File: src/hw/bzs_pkg.sv
// Package: constants and types for the back-EMF zero-cross sampler
package bzs_pkg;
  // Peripheral clock rate and delay step
  localparam int unsigned CLK_HZ          = 20_000_000;
  // Delay and blanking are counted in clock cycles, so they scale with
  // the clock; the times below hold at this reference rate
  localparam int unsigned REF_HZ          = 4_000_000;
  localparam int unsigned DELAY_STEP_NS   = 2500;   // 2.5 us per step
  localparam int unsigned DELAY_STEP_CYC  =
    (DELAY_STEP_NS * (REF_HZ / 1_000_000) + 999) / 1000;
  // Commutation blanking time after each PWM edge
  localparam int unsigned BLANK_NS        = 1000;   // 1 us
  localparam int unsigned BLANK_CYC       =
    (BLANK_NS * (REF_HZ / 1_000_000) + 999) / 1000;
  // Reset values
  localparam logic        RST_FLAG        = 1'b0;
  localparam logic [3:0]  RST_CNT         = 4'h0;
  // Speed-sensor input select code for encoder operation
  localparam logic [1:0]  INSEL_ENCODER   = 2'h3;
  localparam logic [1:0]  TES_OFF         = 2'h0;

  // Z sampling type
  typedef enum logic [1:0] {
    ZS_OFF_END   = 2'b00,  // End of off time, PWM rate
    ZS_FAST_FREE = 2'b01,  // Fast rate, independent of PWM
    ZS_ON_PWM    = 2'b10,  // One delayed sample in on time
    ZS_ON_FAST   = 2'b11   // Fast rate in on time after delay
  } bzs_ztype_type;

  // Detection phase
  typedef enum logic [1:0] {
    PH_D_WIN = 2'b00,
    PH_D_EVT = 2'b01,
    PH_Z_WIN = 2'b10,
    PH_Z_EVT = 2'b11
  } bzs_phase_type;
endpackage

File: src/hw/bzs_sampler.sv
// Back-EMF comparator sampling scheduler with window and event filters
`timescale 1ns/10ps

module bzs_sampler
  import bzs_pkg::*;
#(
  parameter int unsigned STEP_CYC  = DELAY_STEP_CYC,
  parameter int unsigned BLANK_C   = BLANK_CYC
) (
  input  wire logic       mclk_i,
  input  wire logic       rst_b_i,
  input  wire logic       pwm_on_i,               // PWM level, pin domain
  input  wire logic       comp_i,                 // Phase comparator, pin
  input  wire logic       fast_tick_i,            // Fast sample enable pulse
  input  wire logic       c_event_i,              // Commutation pulse
  input  wire logic [3:0] sample_delay_sel_i,
  input  wire logic       high_rate_sampling_en_i,
  input  wire logic       sample_outside_irq_mask_i,
  input  wire logic       sample_outside_clr_i,   // Clears flag (pulse)
  input  wire logic       motor_output_enable_i,
  input  wire logic       sensor_mode_sel_i,      // 1: hall sensors
  input  wire logic       z_sampling_keep_i,
  input  wire logic       off_phase_discharge_sel_i,
  input  wire logic [3:0] d_window_filter_i,
  input  wire logic [3:0] d_event_filter_i,
  input  wire logic [3:0] z_window_filter_i,
  input  wire logic [3:0] z_event_filter_count_i,
  input  wire logic [1:0] tacho_edge_sel_i,
  input  wire logic [1:0] input_sel_i,
  output logic            sample_outside_flag_o,
  output logic            sample_outside_irq_o,
  output logic            min_off_zero_o,         // Min off time forced 0
  output logic            full_duty_ok_o,         // 100% duty permitted
  output logic            off_phase_ground_o,     // Ground off phases now
  output logic            d_event_o,              // D detected pulse
  output logic            z_event_o,              // Z detected pulse
  output logic            speed_sensor_mode_o,
  output logic            encoder_mode_o,
  output logic            tacho_mode_o
);

  // Counters are eight bits wide; refuse counts they cannot hold
  if (STEP_CYC < 1 || STEP_CYC > 255 ||
      BLANK_C < 1 || BLANK_C > 255) begin : g_bad_counts
    $error("bzs_sampler: counts out of range");
  end

  // ****************************************************************
  // Input synchronisers
  // ****************************************************************
  logic [2:0] pwm_sync_r, pwm_sync_nxt;  // Three-stage PWM sync
  logic [2:0] cmp_sync_r, cmp_sync_nxt;  // Three-stage comparator sync
  logic       pwm_r, pwm_nxt;            // Accepted PWM level
  logic       cmp_r, cmp_nxt;            // Accepted comparator level

  // Change accepted once stages two and three agree
  always_comb begin
    pwm_sync_nxt = {pwm_sync_r[1:0], pwm_on_i};
    cmp_sync_nxt = {cmp_sync_r[1:0], comp_i};
    pwm_nxt      = (pwm_sync_r[1] == pwm_sync_r[2]) ? pwm_sync_r[2] : pwm_r;
    cmp_nxt      = (cmp_sync_r[1] == cmp_sync_r[2]) ? cmp_sync_r[2] : cmp_r;
  end

  always_ff @(posedge mclk_i) begin
    if (!rst_b_i) begin
      pwm_sync_r <= 3'h0;
      cmp_sync_r <= 3'h0;
      pwm_r      <= 1'b0;
      cmp_r      <= 1'b0;
    end else begin
      pwm_sync_r <= pwm_sync_nxt;
      cmp_sync_r <= cmp_sync_nxt;
      pwm_r      <= pwm_nxt;
      cmp_r      <= cmp_nxt;
    end
  end

  // ****************************************************************
  // Mode decode
  // ****************************************************************
  logic          delay_nz;   // Delay selector nonzero
  bzs_ztype_type ztype;      // Selected Z sampling type
  logic          pwm_rise;
  logic          pwm_fall;
  logic          pwm_d_r;    // Previous accepted PWM level

  always_comb begin
    delay_nz = (sample_delay_sel_i != 4'h0);
    ztype    = bzs_ztype_type'({delay_nz, high_rate_sampling_en_i});
    pwm_rise = pwm_r & ~pwm_d_r;
    pwm_fall = ~pwm_r & pwm_d_r;
  end

  // ****************************************************************
  // Delay timer and blanking timer
  // ****************************************************************
  logic [7:0] step_cnt_r, step_cnt_nxt;   // Cycles within one step
  logic [3:0] steps_r, steps_nxt;         // Steps remaining
  logic       dly_run_r, dly_run_nxt;     // Delay in progress
  logic       win_r, win_nxt;             // On-time sample window open
  logic [7:0] blank_r, blank_nxt;         // Blanking countdown
  logic       dly_done;                   // Delay expiry this cycle

  // Delay starts on each turn-on edge; expiry gives the sampling order
  always_comb begin
    step_cnt_nxt = step_cnt_r;
    steps_nxt    = steps_r;
    dly_run_nxt  = dly_run_r;
    win_nxt      = win_r;
    dly_done     = 1'b0;
    blank_nxt    = (blank_r != 8'h00) ? blank_r - 8'h01 : 8'h00;
    if (pwm_rise || pwm_fall) begin
      blank_nxt = 8'(BLANK_C);
    end
    if (pwm_rise && delay_nz) begin
      dly_run_nxt  = 1'b1;
      steps_nxt    = sample_delay_sel_i;
      step_cnt_nxt = 8'(STEP_CYC - 1);
      win_nxt      = 1'b0;
    end else if (dly_run_r) begin
      if (step_cnt_r != 8'h00) begin
        step_cnt_nxt = step_cnt_r - 8'h01;
      end else if (steps_r > 4'h1) begin
        steps_nxt    = steps_r - 4'h1;
        step_cnt_nxt = 8'(STEP_CYC - 1);
      end else begin
        dly_run_nxt = 1'b0;
        dly_done    = 1'b1;
        win_nxt     = (ztype == ZS_ON_FAST) && pwm_r;
      end
    end
    if (!pwm_r || !delay_nz) begin
      win_nxt = 1'b0;  // Window closes at the next off transition
    end
  end

  always_ff @(posedge mclk_i) begin
    if (!rst_b_i) begin
      step_cnt_r <= 8'h00;
      steps_r    <= RST_CNT;
      dly_run_r  <= 1'b0;
      win_r      <= 1'b0;
      blank_r    <= 8'h00;
      pwm_d_r    <= 1'b0;
    end else begin
      step_cnt_r <= step_cnt_nxt;
      steps_r    <= steps_nxt;
      dly_run_r  <= dly_run_nxt;
      win_r      <= win_nxt;
      blank_r    <= blank_nxt;
      pwm_d_r    <= pwm_r;
    end
  end

  // ****************************************************************
  // Sample scheduling and filters
  // ****************************************************************
  logic          d_take;       // D sample strobe
  logic          z_take;       // Z sample strobe
  logic          z_run;        // Z sampling allowed
  logic          outside;      // Delayed sample missed the on time
  bzs_phase_type ph_r, ph_nxt;
  logic [3:0]    cnt_r, cnt_nxt;
  logic          flag_r, flag_nxt;
  logic          d_ev_r, d_ev_nxt;
  logic          z_ev_r, z_ev_nxt;
  logic          z_match;      // Sample shows the expected Z level
  logic [3:0]    need;         // Count needed in present phase

  always_comb begin
    // Outputs disabled, sensorless, slow rate: keep bit decides Z
    z_run = !(!motor_output_enable_i && !sensor_mode_sel_i &&
              !high_rate_sampling_en_i) || z_sampling_keep_i;
    d_take = fast_tick_i && (blank_r == 8'h00);
    outside = dly_done && !pwm_r;
    z_take = 1'b0;
    if (sensor_mode_sel_i) begin
      z_take = fast_tick_i;
    end else begin
      unique case (ztype)
        ZS_OFF_END:   z_take = pwm_rise;  // Last off-time sample
        ZS_FAST_FREE: z_take = fast_tick_i && (blank_r == 8'h00);
        ZS_ON_PWM:    z_take = dly_done && pwm_r;
        ZS_ON_FAST:   z_take = (fast_tick_i && win_r) ||
                               (dly_done && pwm_r);
      endcase
    end
    z_take  = z_take && z_run;
    z_match = cmp_r;
    unique case (ph_r)
      PH_D_WIN: need = d_window_filter_i;
      PH_D_EVT: need = d_event_filter_i;
      PH_Z_WIN: need = z_window_filter_i;
      PH_Z_EVT: need = z_event_filter_count_i;
    endcase
    // Sample-outside flag: set wins over clear, only with a delay
    flag_nxt = flag_r;
    if (sample_outside_clr_i) begin
      flag_nxt = 1'b0;
    end
    if (outside && delay_nz) begin
      flag_nxt = 1'b1;
    end
    ph_nxt   = ph_r;
    cnt_nxt  = cnt_r;
    d_ev_nxt = 1'b0;
    z_ev_nxt = 1'b0;
    if (c_event_i && !sensor_mode_sel_i) begin
      ph_nxt  = PH_D_WIN;
      cnt_nxt = 4'h0;
    end else if (c_event_i) begin
      ph_nxt  = PH_Z_EVT;  // Sensor mode: only the Z event filter
      cnt_nxt = 4'h0;
    end else begin
      unique case (ph_r)
        PH_D_WIN: if (d_take) begin
          if (cnt_r >= need) begin
            ph_nxt = PH_D_EVT;
            cnt_nxt = 4'h0;
          end else cnt_nxt = cnt_r + 4'h1;
        end
        PH_D_EVT: if (d_take) begin
          if (!z_match) begin  // Demag over: comparator released
            if (cnt_r >= need) begin
              ph_nxt   = PH_Z_WIN;
              cnt_nxt  = 4'h0;
              d_ev_nxt = 1'b1;
            end else cnt_nxt = cnt_r + 4'h1;
          end else cnt_nxt = 4'h0;
        end
        PH_Z_WIN: if (z_take) begin
          if (cnt_r >= need) begin
            ph_nxt = PH_Z_EVT;
            cnt_nxt = 4'h0;
          end else cnt_nxt = cnt_r + 4'h1;
        end
        PH_Z_EVT: if (z_take) begin
          if (z_match) begin
            if (cnt_r >= need) begin
              z_ev_nxt = (cnt_r == need);
              cnt_nxt  = 4'hF;  // Hold until a mismatching sample or next commutation
            end else cnt_nxt = cnt_r + 4'h1;
          end else cnt_nxt = 4'h0;
        end
      endcase
    end
  end

  always_ff @(posedge mclk_i) begin
    if (!rst_b_i) begin
      ph_r   <= PH_D_WIN;
      cnt_r  <= RST_CNT;
      flag_r <= RST_FLAG;
      d_ev_r <= 1'b0;
      z_ev_r <= 1'b0;
    end else begin
      ph_r   <= ph_nxt;
      cnt_r  <= cnt_nxt;
      flag_r <= flag_nxt;
      d_ev_r <= d_ev_nxt;
      z_ev_r <= z_ev_nxt;
    end
  end

  // ****************************************************************
  // Registered status and control outputs
  // ****************************************************************
  always_ff @(posedge mclk_i) begin
    if (!rst_b_i) begin
      sample_outside_flag_o <= 1'b0;
      sample_outside_irq_o  <= 1'b0;
      min_off_zero_o        <= 1'b0;
      full_duty_ok_o        <= 1'b0;
      off_phase_ground_o    <= 1'b0;
      d_event_o             <= 1'b0;
      z_event_o             <= 1'b0;
      speed_sensor_mode_o   <= 1'b0;
      encoder_mode_o        <= 1'b0;
      tacho_mode_o          <= 1'b0;
    end else begin
      sample_outside_flag_o <= flag_r;
      // Interrupt gated by delay so zero delay never raises it
      sample_outside_irq_o  <= flag_r && sample_outside_irq_mask_i &&
                               delay_nz;
      // Any delay, or fast rate, removes the minimum off time
      min_off_zero_o        <= delay_nz || high_rate_sampling_en_i ||
                               sensor_mode_sel_i;
      full_duty_ok_o        <= delay_nz || high_rate_sampling_en_i ||
                               sensor_mode_sel_i;
      // Grounding only matters during end-of-off-time sampling
      off_phase_ground_o    <= off_phase_discharge_sel_i &&
                               !sensor_mode_sel_i &&
                               (ztype == ZS_OFF_END) && !pwm_r;
      d_event_o             <= d_ev_r;
      z_event_o             <= z_ev_r;
      speed_sensor_mode_o   <= (tacho_edge_sel_i != TES_OFF);
      encoder_mode_o        <= (tacho_edge_sel_i != TES_OFF) &&
                               (input_sel_i == INSEL_ENCODER);
      tacho_mode_o          <= (tacho_edge_sel_i != TES_OFF) &&
                               (input_sel_i != INSEL_ENCODER);
    end
  end

endmodule // bzs_sampler

File: config.mk
export PLATFORM = sky130hd
export DESIGN_NAME = bzs_sampler
export DESIGN_NICKNAME = d
export VERILOG_FILES = /design/src/hw/bzs_pkg.sv /design/src/hw/bzs_sampler.sv
export SDC_FILE = /design/constraint.sdc
export NUM_CORES = 1
export LEC_CHECK = 0
export ABC_CLOCK_PERIOD_IN_PS = 6600
export BUFFER_PORTS_ARGS = -buffer_cell sky130_fd_sc_hd__buf_2
export CORE_UTILIZATION = 50
export DETAILED_ROUTE_END_ITERATION = 6
export GPL_TIMING_DRIVEN = 0
export PLACE_DENSITY = 0.73
export SLEW_MARGIN = 20
export SYNTH_ARGS = -nofsm -noshare
export SYNTH_HDL_FRONTEND = slang
export SYNTH_SLANG_ARGS = --single-unit
File: constraint.sdc
create_clock -name mclk_i -period 6.6 [get_ports mclk_i]
set_input_delay 0.99 -clock mclk_i [delete_from_list [all_inputs] [get_ports mclk_i]]
set_output_delay 0.99 -clock mclk_i [all_outputs]
set_load 0.02 [all_outputs]
==> flow_metrics.tcl, run 1 <==
set metrics [dict create \
    initialDrtViolationCount 86 \
    grt_usage_pct 20.47 \
    dieArea_um2 5225 \
    cts_buffer_depth 2 \
    via_count 2159 \
    place_congestion 0.8323 \
    gr-total-overflow 0 \
    outcome "completed" \
    ctsRootBufferMaster "clkbuf_8" \
    rows 25 \
    crit_path_start_kind "register" \
    post_cts_buffers 0 \
    crit_family "compound AO/OA/AOI/OAI gates" \
    maxCapViolCount 0 \
    path_max_fanout 9 \
    place_hpwl_um 3817 \
    drc 0 \
    period_share_pct 49.42 \
    p_leak_nw 1.267 \
    synthArstFlopShare_pct 0 \
    grt_pass1_vias 1965 \
    ys_seq_elements 49 \
    viasPerCell 5.357 \
    wl_um 5049 \
    htree_levels 2 \
    ff_latch_area_um2 980.9 \
    fin_util_pct 60.98 \
    ys_seq_area_share_pct 39.72 \
    crit_buf_inv 2 \
    fmax_ghz 0.3066 \
    irDropWorstVdd_mv 0.1090 \
    slew_headroom_pct 58.50 \
    drt-wirelength-per-cell_um 12.53 \
    dr.pass1.iters 4 \
    num_antenna_cells 0 \
    synthCells 282 \
    layout-drive-gt1-share_pct 21.13 \
    die_w_um 72.29 \
    end_kind "register" \
    crit_type "register to register" \
    fin_ws_ps 3338 \
    ys_warn_count 0 \
    multi_input_area_um2 1380 \
    start_util_pct 52.29 \
    p_per_area_nw_per_um2 243.1 \
    cts_tree "built" \
    tns_ps 0 \
    hold_buffers 0 \
    cp_slowest_stage_delay_ps 460 \
    worstPathArrival_ps 3460 \
    tightestPinTransition_ps 616.8 \
    cts_made_buffers 5 \
    die_y_um 72.29 \
    drv_slew 0 \
    dpl_worst_slack_ps 3210 \
    synth.net_count 335 \
    period_needed_ps 3262 \
    syn_area_per_cell_um2 8.758 \
    core_um2 4723 \
    num-nets-final 388 \
    hp-class "register to register" \
    fillers 410 \
    worst_path_max_delay_cell "a211oi_1" \
    cts.clk_slew.worst_paths_ps 90 \
    hold_viol 0 \
    synth_edf_count 0 \
    skew_ps 9.680 \
    final_common_cell "dfxtp_1" \
    cts_resized 0 \
    numClockSinks 49 \
    setup_viol 0 \
    drtAntennaViolNets 0 \
    port_buffers 46 \
    rsz0062_at_grt "false" \
    final_cells 403 \
    grt_pass1_wl_um 8445 \
    synthFlopType "dfxtp_1" \
    hold_ws_ps 442.3 \
    mostFrequentLayoutCells "49 x dfxtp_1, 46 x buf_2, 25 x nor2_1, 25 x nand2_1, 18 x inv_1" \
    syn_area_um2 2470 \
    grt_max_degree 16 \
    crit_top_cell "o21ai_0" \
    yosysUniqueCellTypes 56 \
    ioPinCount 47 \
    synthToLayoutAreaGrowth_pct 16.62 \
    clock_latency_ps 300 \
    dp.cells 395 \
    worstPathRequired_ps 6800 \
    antenna_found_initial 0 \
    crit_chain "inv_1 > ha_1 > clkbuf_1 > a222oi_1 > nand2_1 > o21ai_0 > ha_1 > o21ai_0 > a21oi_1 > o21ai_0 > a211oi_1 > a21oi_1 > o311a_1" \
]
==> worst register-to-register path: cells and delay by family, from the launching register on <==
kind / cells / cell delay [ps]
buffers and inverters: 2 / 460
DFF: 1 / 330
AOI/OAI and AO/OA: 8 / 1810
adders and majority gates: 2 / 460
and+or+nand+nor: 1 / 90
==> path summary, 6_finish.rpt <==
path                            cells past startpoint                startpoint  slack (ps)                  endpoint
worst max-delay path                               13      ph_r[1]$_SDFFE_PP0P_        3340      ph_r[1]$_SDFFE_PP0P_
worst min-delay path                                1  cmp_sync_r[0]$_SDFF_PN0_         440  cmp_sync_r[1]$_SDFF_PN0_
worst max register to register                     13      ph_r[1]$_SDFFE_PP0P_        3340      ph_r[1]$_SDFFE_PP0P_
worst min register to register                      1  cmp_sync_r[0]$_SDFF_PN0_         440  cmp_sync_r[1]$_SDFF_PN0_
==> cell type report <==
cell class | instances | area share [%]
clock buffers | 6 | 2.867
multi-input cells | 207 | 47.91
plain buffers | 8 | 1.434
flip-flops and latches | 49 | 34.06
repair buffers | 46 | 7.993
clock inverters | 2 | 0.4778
well taps | 67 | 2.911
inverters | 18 | 2.346
==> logic make-up (layout without fill, tap and decap cells) <==
group	after synthesis	after routing	share of synthesized area (%)
muxes	1	1	0.4053
adders and majority gates	16	16	8.105
xor gates and xnor gates	9	9	3.192
and+or+nand+nor	116	116	25.38
DFF	49	49	39.72
buffers and inverters	26	80	4.407
AOI/OAI and AO/OA	65	65	18.79
==> cells in the mapped netlist, types with 4 or more instances <==
cell	count	share of area [%]
dfxtp_1	49	40
inv_1	18	2.7
nor3_1	8	1.6
a222oi_1	4	1.6
and2_1	9	2.3
clkbuf_1	6	0.91
nor4_1	5	1.3
a21boi_0	5	1.5
nor2_1	25	3.8
o21ai_0	14	2.8
ha_1	16	8.1
a21oi_1	12	2.4
nand3_1	14	2.8
nand2_1	25	3.8
and3_1	5	1.3
xor2_1	6	2.1
==> stage by stage <==
| stage | total power [mW] | cell area, um^2 |
|---|---|---|
| global placement | 0.5170 | 2784 |
| detailed placement | 0.5231 | 2784 |
| floorplan | 0.4753 | 2470 |
| CTS | 0.7055 | 2880 |
| finish | 0.7002 | 2880 |
| global route | 0.7451 | 2880 |
==> routing by layer <==
metal / wire [um] / vias to the layer above / GRT usage [%] / part of all wire (%)
li1: - / 1115 / - / -
met1: 2473 / 980 / 27.76 / 49
met2: 2276 / 58 / 33.64 / 45
met3: 248 / 6 / 3.750 / 4.9
met4: 50 / 0 / 5.229 / 0.99
met5: 0 / - / 0 / 0
==> flip-flops by register name (all words and copies together) (netlist names), 2 cells and up <==
signal      flops
pwm_sync_r      3
ph_r            2
blank_r         8
step_cnt_r      8
cmp_sync_r      3
cnt_r           4
steps_r         4
==> power by group <==
group	total (mW)	switching [mW]	internal, mW
combinational	0.180	0.102	0.0786
sequential	0.338	0.0200	0.318
clock	0.182	0.0970	0.0850
(Power assumes the default switching activity.)
==> inputs of run 2 (changes only) <==
Settings changed: ABC_CLOCK_PERIOD_IN_PS 6600 to 3100.
Clock period 6.6 ns to 3.1 ns, I/O delays scaled along.
==> run 2 against run 1 <==
Net effect:
- sequential power increased by 110%
- worst hold slack got worse by 83 ps
- clock power grew 110%
- clock skew decreased by 0.57 ps
- critical path type unchanged
==> flow_metrics.tcl, run 2 (same netlist as run 1, synthesis figures left out) <==
set metrics [dict create \
    fin_ws_ps 212.2 \
    cts.clk_slew.worst_paths_ps 90 \
    power_mw 1.498 \
    ff2ff_path_depth 11 \
    htree_levels 2 \
    drt-wirelength-per-cell_um 12.59 \
    wl_um 5060 \
    end_kind "register" \
    drtAntennaViolNets 0 \
    worstPathArrival_ps 3080 \
    die_y_um 72.29 \
    maxCapViolCount 0 \
    rows 25 \
    die_w_um 72.29 \
    reg2reg_to "cnt_r[2]$_SDFFE_PP0P_" \
    start_util_pct 52.29 \
    grt_pass1_vias 1965 \
    hp-class "primary input to register" \
    dieArea_um2 5225 \
    p_leak_nw 1.267 \
    initialDrtViolationCount 91 \
    cts_buffer_depth 2 \
    rsz0062_at_grt "false" \
    drv_slew 0 \
    cts_made_buffers 5 \
    hold_viol 0 \
    grt_pass1_wl_um 8431 \
    tightestPinTransition_ps 620.0 \
    r2r_setup_slack_ps 210 \
    worstPathRequired_ps 3290 \
    numClockSinks 49 \
    via_count 2157 \
    finalInstanceArea_um2 2887 \
    dpl_cell_area_um2 2784 \
    min_to "tacho_mode_o$_SDFF_PN0_" \
    slew_headroom_pct 58.29 \
    num-nets-final 387 \
    mostFrequentLayoutCells "48 x dfxtp_1, 46 x buf_2, 25 x nor2_1, 25 x nand2_1, 18 x inv_1" \
    clock_latency_ps 300 \
    fillers 414 \
    crit_type "register to register" \
    crit_path_start_kind "register" \
    setup_viol 0 \
    period_needed_ps 2888 \
    period_share_pct 93.15 \
    viasPerCell 5.366 \
    place_congestion 0.8323 \
    dr.pass1.iters 4 \
    drc 0 \
    irDropWorstVdd_mv 0.2327 \
    reg_top3 "blank_r: 8 flops, step_cnt_r: 8 flops" \
    port_buffers 46 \
    grt_max_degree 16 \
    num_antenna_cells 0 \
    reg2reg_from "ph_r[1]$_SDFFE_PP0P_" \
    core_um2 4723 \
    dpl_worst_slack_ps -70.29 \
    skew_ps 9.109 \
    grt_usage_pct 20.44 \
    final_common_cell "dfxtp_1" \
    gr-total-overflow 0 \
    fmax_ghz 0.3463 \
    ctsRootBufferMaster "clkbuf_8" \
    ioPinCount 47 \
    p_per_area_nw_per_um2 518.8 \
    path_max_fanout 9 \
    hold_start "input_sel_i[1]" \
    cts_tree "built" \
    place_hpwl_um 3817 \
    synthToLayoutAreaGrowth_pct 16.87 \
    outcome "completed" \
    hold_depth 2 \
    antenna_found_initial 0 \
    layout-drive-gt1-share_pct 22.09 \
]
run 2: cell types whose count changed in the layout (fill, tap and decap cells not counted), sizes merged:
| cell | previous run | this run |
|---|---|---|
| clkbuf | 12 | 11 |
run 2: timing repair:
item / CTS / global route
resized for setup: 1 / 2
pin swaps: 0 / 1
setup endpoints to repair: 2 / 5
hold buffers: 0 / 0
buffers inserted: 0 / 0
run 2: how the worst max path moves through the flow:
stage | from | to | slack [ps] | depth (start not counted)
2_1_floorplan | ph_r[1]$_SDFFE_PP0P_ | ph_r[1]$_SDFFE_PP0P_ | 320 | 12
3_3_place_gp | ph_r[1]$_SDFFE_PP0P_ | ph_r[1]$_SDFFE_PP0P_ | -30 | 13
3_5_place_dp | ph_r[1]$_SDFFE_PP0P_ | ph_r[1]$_SDFFE_PP0P_ | -70 | 13
4_1_cts | ph_r[1]$_SDFFE_PP0P_ | ph_r[1]$_SDFFE_PP0P_ | 9 | 12
5_1_grt | ph_r[0]$_SDFFE_PP0P_ | ph_r[1]$_SDFFE_PP0P_ | 8 | 12
6_report | ph_r[1]$_SDFFE_PP0P_ | cnt_r[2]$_SDFFE_PP0P_ | 210 | 11
run 2: report_power, final:
group	switching, mW	internal [mW]	total, mW	leakage [nW]
Clock	0.207	0.181	0.388	0.0512
Sequential	0.0425	0.677	0.720	0.399
Combinational	0.221	0.169	0.390	0.816
run 2: cell type report:
| type | count | area, um^2 | share of cell area (%) |
|---|---|---|---|
| timing repair buffer | 46 | 230.2 | 7.976 |
| inverter | 18 | 67.56 | 2.341 |
| clock inverter | 2 | 13.76 | 0.4768 |
| buffer | 7 | 37.54 | 1.300 |
| sequential | 49 | 982.2 | 34.03 |
| clock buffer | 6 | 82.58 | 2.861 |
| multi-input combinational | 207 | 1389 | 48.11 |
| tap | 67 | 83.83 | 2.904 |
run 2: critical path, stage by stage, from the launching register on:
cell and delay, ps:
dfxtp_1 360, inv_1 90, ha_1 310, a222oi_1 350, a21oi_1 120, ha_1 280
nand4_1 130, nand2b_1 210, nor2_1 130, o2111ai_1 370, nor2_1 110, a221o_1 300
run 2: metal layers:
| metal | part of all wire, % | track usage (%) |
|---|---|---|
| met5 | 0 | 0 |
| met1 | 48 | 27.68 |
| met4 | 0.91 | 5.229 |
| met3 | 4.9 | 3.750 |
| met2 | 46 | 33.64 |
run 2: through the flow:
step                      instances  utilization, %  hold slack [ps]  setup TNS [ps]
after floorplan                 282               -            411.1               0
after global placement          395           58.94            413.7          -29.16
after detailed placement        395           58.94            423.4          -70.29
after CTS                       403           61.06            351.1               0
after global routing            402           61.11            356.4               0
final                           402           61.11            359.1               0
==> inputs of run 3 (changes only) <==
Settings changed: ABC_CLOCK_PERIOD_IN_PS 3100 to 3500, CORE_UTILIZATION 50 to 47, PLACE_DENSITY 0.73 to 0.69.
Clock period 3.1 ns to 3.5 ns, I/O delays scaled along.
==> run 3 against run 2 <==
Net effect:
- combinational power shrank 12%
- highest routed layer unchanged
- global-route usage shrank 0.99 points
- largest cell class unchanged
- non-clock buffer count grew 1
- critical endpoint is now ph_r[1]$_SDFFE_PP0P_
==> flow_metrics.tcl, run 3 (same netlist as run 1, synthesis figures left out) <==
set metrics [dict create \
    outcome "completed" \
    grt_pass1_wl_um 8169 \
    dieArea_um2 5549 \
    ioPinCount 47 \
    seqPwrFrac_pct 48.9 \
    cts_resized 0 \
    fmax_ghz 0.3180 \
    drv_slew 0 \
    power_frac_comb_pct 26.3 \
    hold_buffers 0 \
    grt_pass1_vias 1869 \
    num-nets-final 388 \
    crit_buf_inv 2 \
    period_share_pct 89.85 \
    htree_levels 2 \
    hp-class "primary input to register" \
    cts_made_buffers 5 \
    power_mw 1.303 \
    skew_ps 10.85 \
    path_max_fanout 9 \
    period_needed_ps 3145 \
    layout-drive-gt1-share_pct 21.13 \
    finalInstanceArea_um2 2878 \
    drt-wirelength-per-cell_um 12.53 \
    slew_headroom_pct 55.18 \
    cts_buffer_depth 2 \
    synthToLayoutAreaGrowth_pct 16.51 \
    port_buffers 46 \
    gr-total-overflow 0 \
    drtAntennaViolNets 0 \
    start_util_pct 48.67 \
    cp_slowest_stage_delay_ps 430 \
    hold_depth 2 \
    power_report.internal_total_uw 890.6 \
    crit_type "register to register" \
    power.share.clock_pct 24.8 \
    p_per_area_nw_per_um2 453.0 \
    rows 26 \
    worstPathRequired_ps 3680 \
    crit_chain "inv_1 > ha_1 > clkbuf_1 > a222oi_1 > nand2_1 > o21ai_0 > ha_1 > nand2b_1 > a21oi_2 > o21ai_0 > a211oi_1 > a21oi_1 > o311a_1" \
    place_hpwl_um 3891 \
    ctsRootBufferMaster "clkbuf_8" \
    crit_path_start_kind "register" \
    final_common_cell "dfxtp_1" \
    p_leak_nw 1.261 \
    irDropWorstVdd_mv 0.2720 \
    path_depth 13 \
    setup_viol 0 \
    dpl_cell_area_um2 2788 \
    drc 0 \
    tightestPinTransition_ps 666.1 \
    crit_family "compound AO/OA/AOI/OAI gates" \
    die_w_um 74.49 \
    initialDrtViolationCount 140 \
    numClockSinks 49 \
    num_antenna_cells 0 \
    viasPerCell 5.288 \
    hold_ws_ps 404.3 \
    worstPathArrival_ps 3330 \
    place_congestion 0.8427 \
    via_count 2147 \
    antenna_found_initial 0 \
    tns_ps 0 \
    end_kind "register" \
    fin_util_pct 56.71 \
    dr.pass1.iters 4 \
    cts_tree "built" \
    rsz0062_at_grt "false" \
    core_um2 5075 \
    mostFrequentLayoutCells "49 x dfxtp_1, 46 x buf_2, 25 x nor2_1, 25 x nand2_1, 18 x inv_1" \
    hold_viol 0 \
    post_cts_buffers 0 \
    reg_top3 "blank_r: 8 flops, step_cnt_r: 8 flops" \
    switching_share_pct 31.68 \
    worst_path_max_delay_cell "a211oi_1" \
    grt_usage_pct 19.45 \
    p_switching_uw 412.9 \
    cts.clk_slew.worst_paths_ps 80 \
    ff2ff_path_depth 13 \
    clock_latency_ps 300 \
    wl_um 5088 \
    grt_max_degree 16 \
    maxCapViolCount 0 \
    die_y_um 74.49 \
]
run 3: path summary, 6_finish.rpt:
path	from	end	slack [ps]
setup / recovery	ph_r[1]$_SDFFE_PP0P_	ph_r[1]$_SDFFE_PP0P_	360
hold / removal	input_sel_i[1]	tacho_mode_o$_SDFF_PN0_	400
setup reg to reg	ph_r[1]$_SDFFE_PP0P_	ph_r[1]$_SDFFE_PP0P_	360
hold reg to reg	cmp_sync_r[0]$_SDFF_PN0_	cmp_sync_r[1]$_SDFF_PN0_	430
run 3: per-layer routing:
layer / vias to the layer above / track usage, % / routed length, um
met3: 6 / 4.201 / 204
met1: 985 / 27.86 / 2594
met4: 0 / 6.709 / 70
met2: 46 / 28.83 / 2218
li1: 1110 / - / -
met5: - / 0 / 0
run 3: cell type report:
| cell class | instances | area [um^2] |
|---|---|---|
| Buffer | 8 | 41.29 |
| Clock buffer | 6 | 72.57 |
| Clock inverter | 2 | 13.76 |
| Fill cell | 497 | 2197 |
| Inverter | 18 | 67.56 |
| Multi-Input combinational cell | 207 | 1384 |
| Sequential cell | 49 | 980.9 |
| Tap cell | 70 | 87.58 |
| Timing Repair Buffer | 46 | 230.2 |
run 3: power groups by stage:
stage	combinational (mW)	clock [mW]	sequential [mW]
final	0.343	0.323	0.637
after global routing	0.389	0.362	0.644
after CTS	0.342	0.339	0.636
after detailed placement	0.340	0	0.649
after global placement	0.331	0	0.647
after floorplan	0.252	0	0.644
run 3: through the flow:
stage                     cells  setup WS (ps)
after CTS                   406          228.8
after global routing        406          87.89
after floorplan             282          719.0
after detailed placement    398          262.8
final                       406          355.1
after global placement      398          291.0
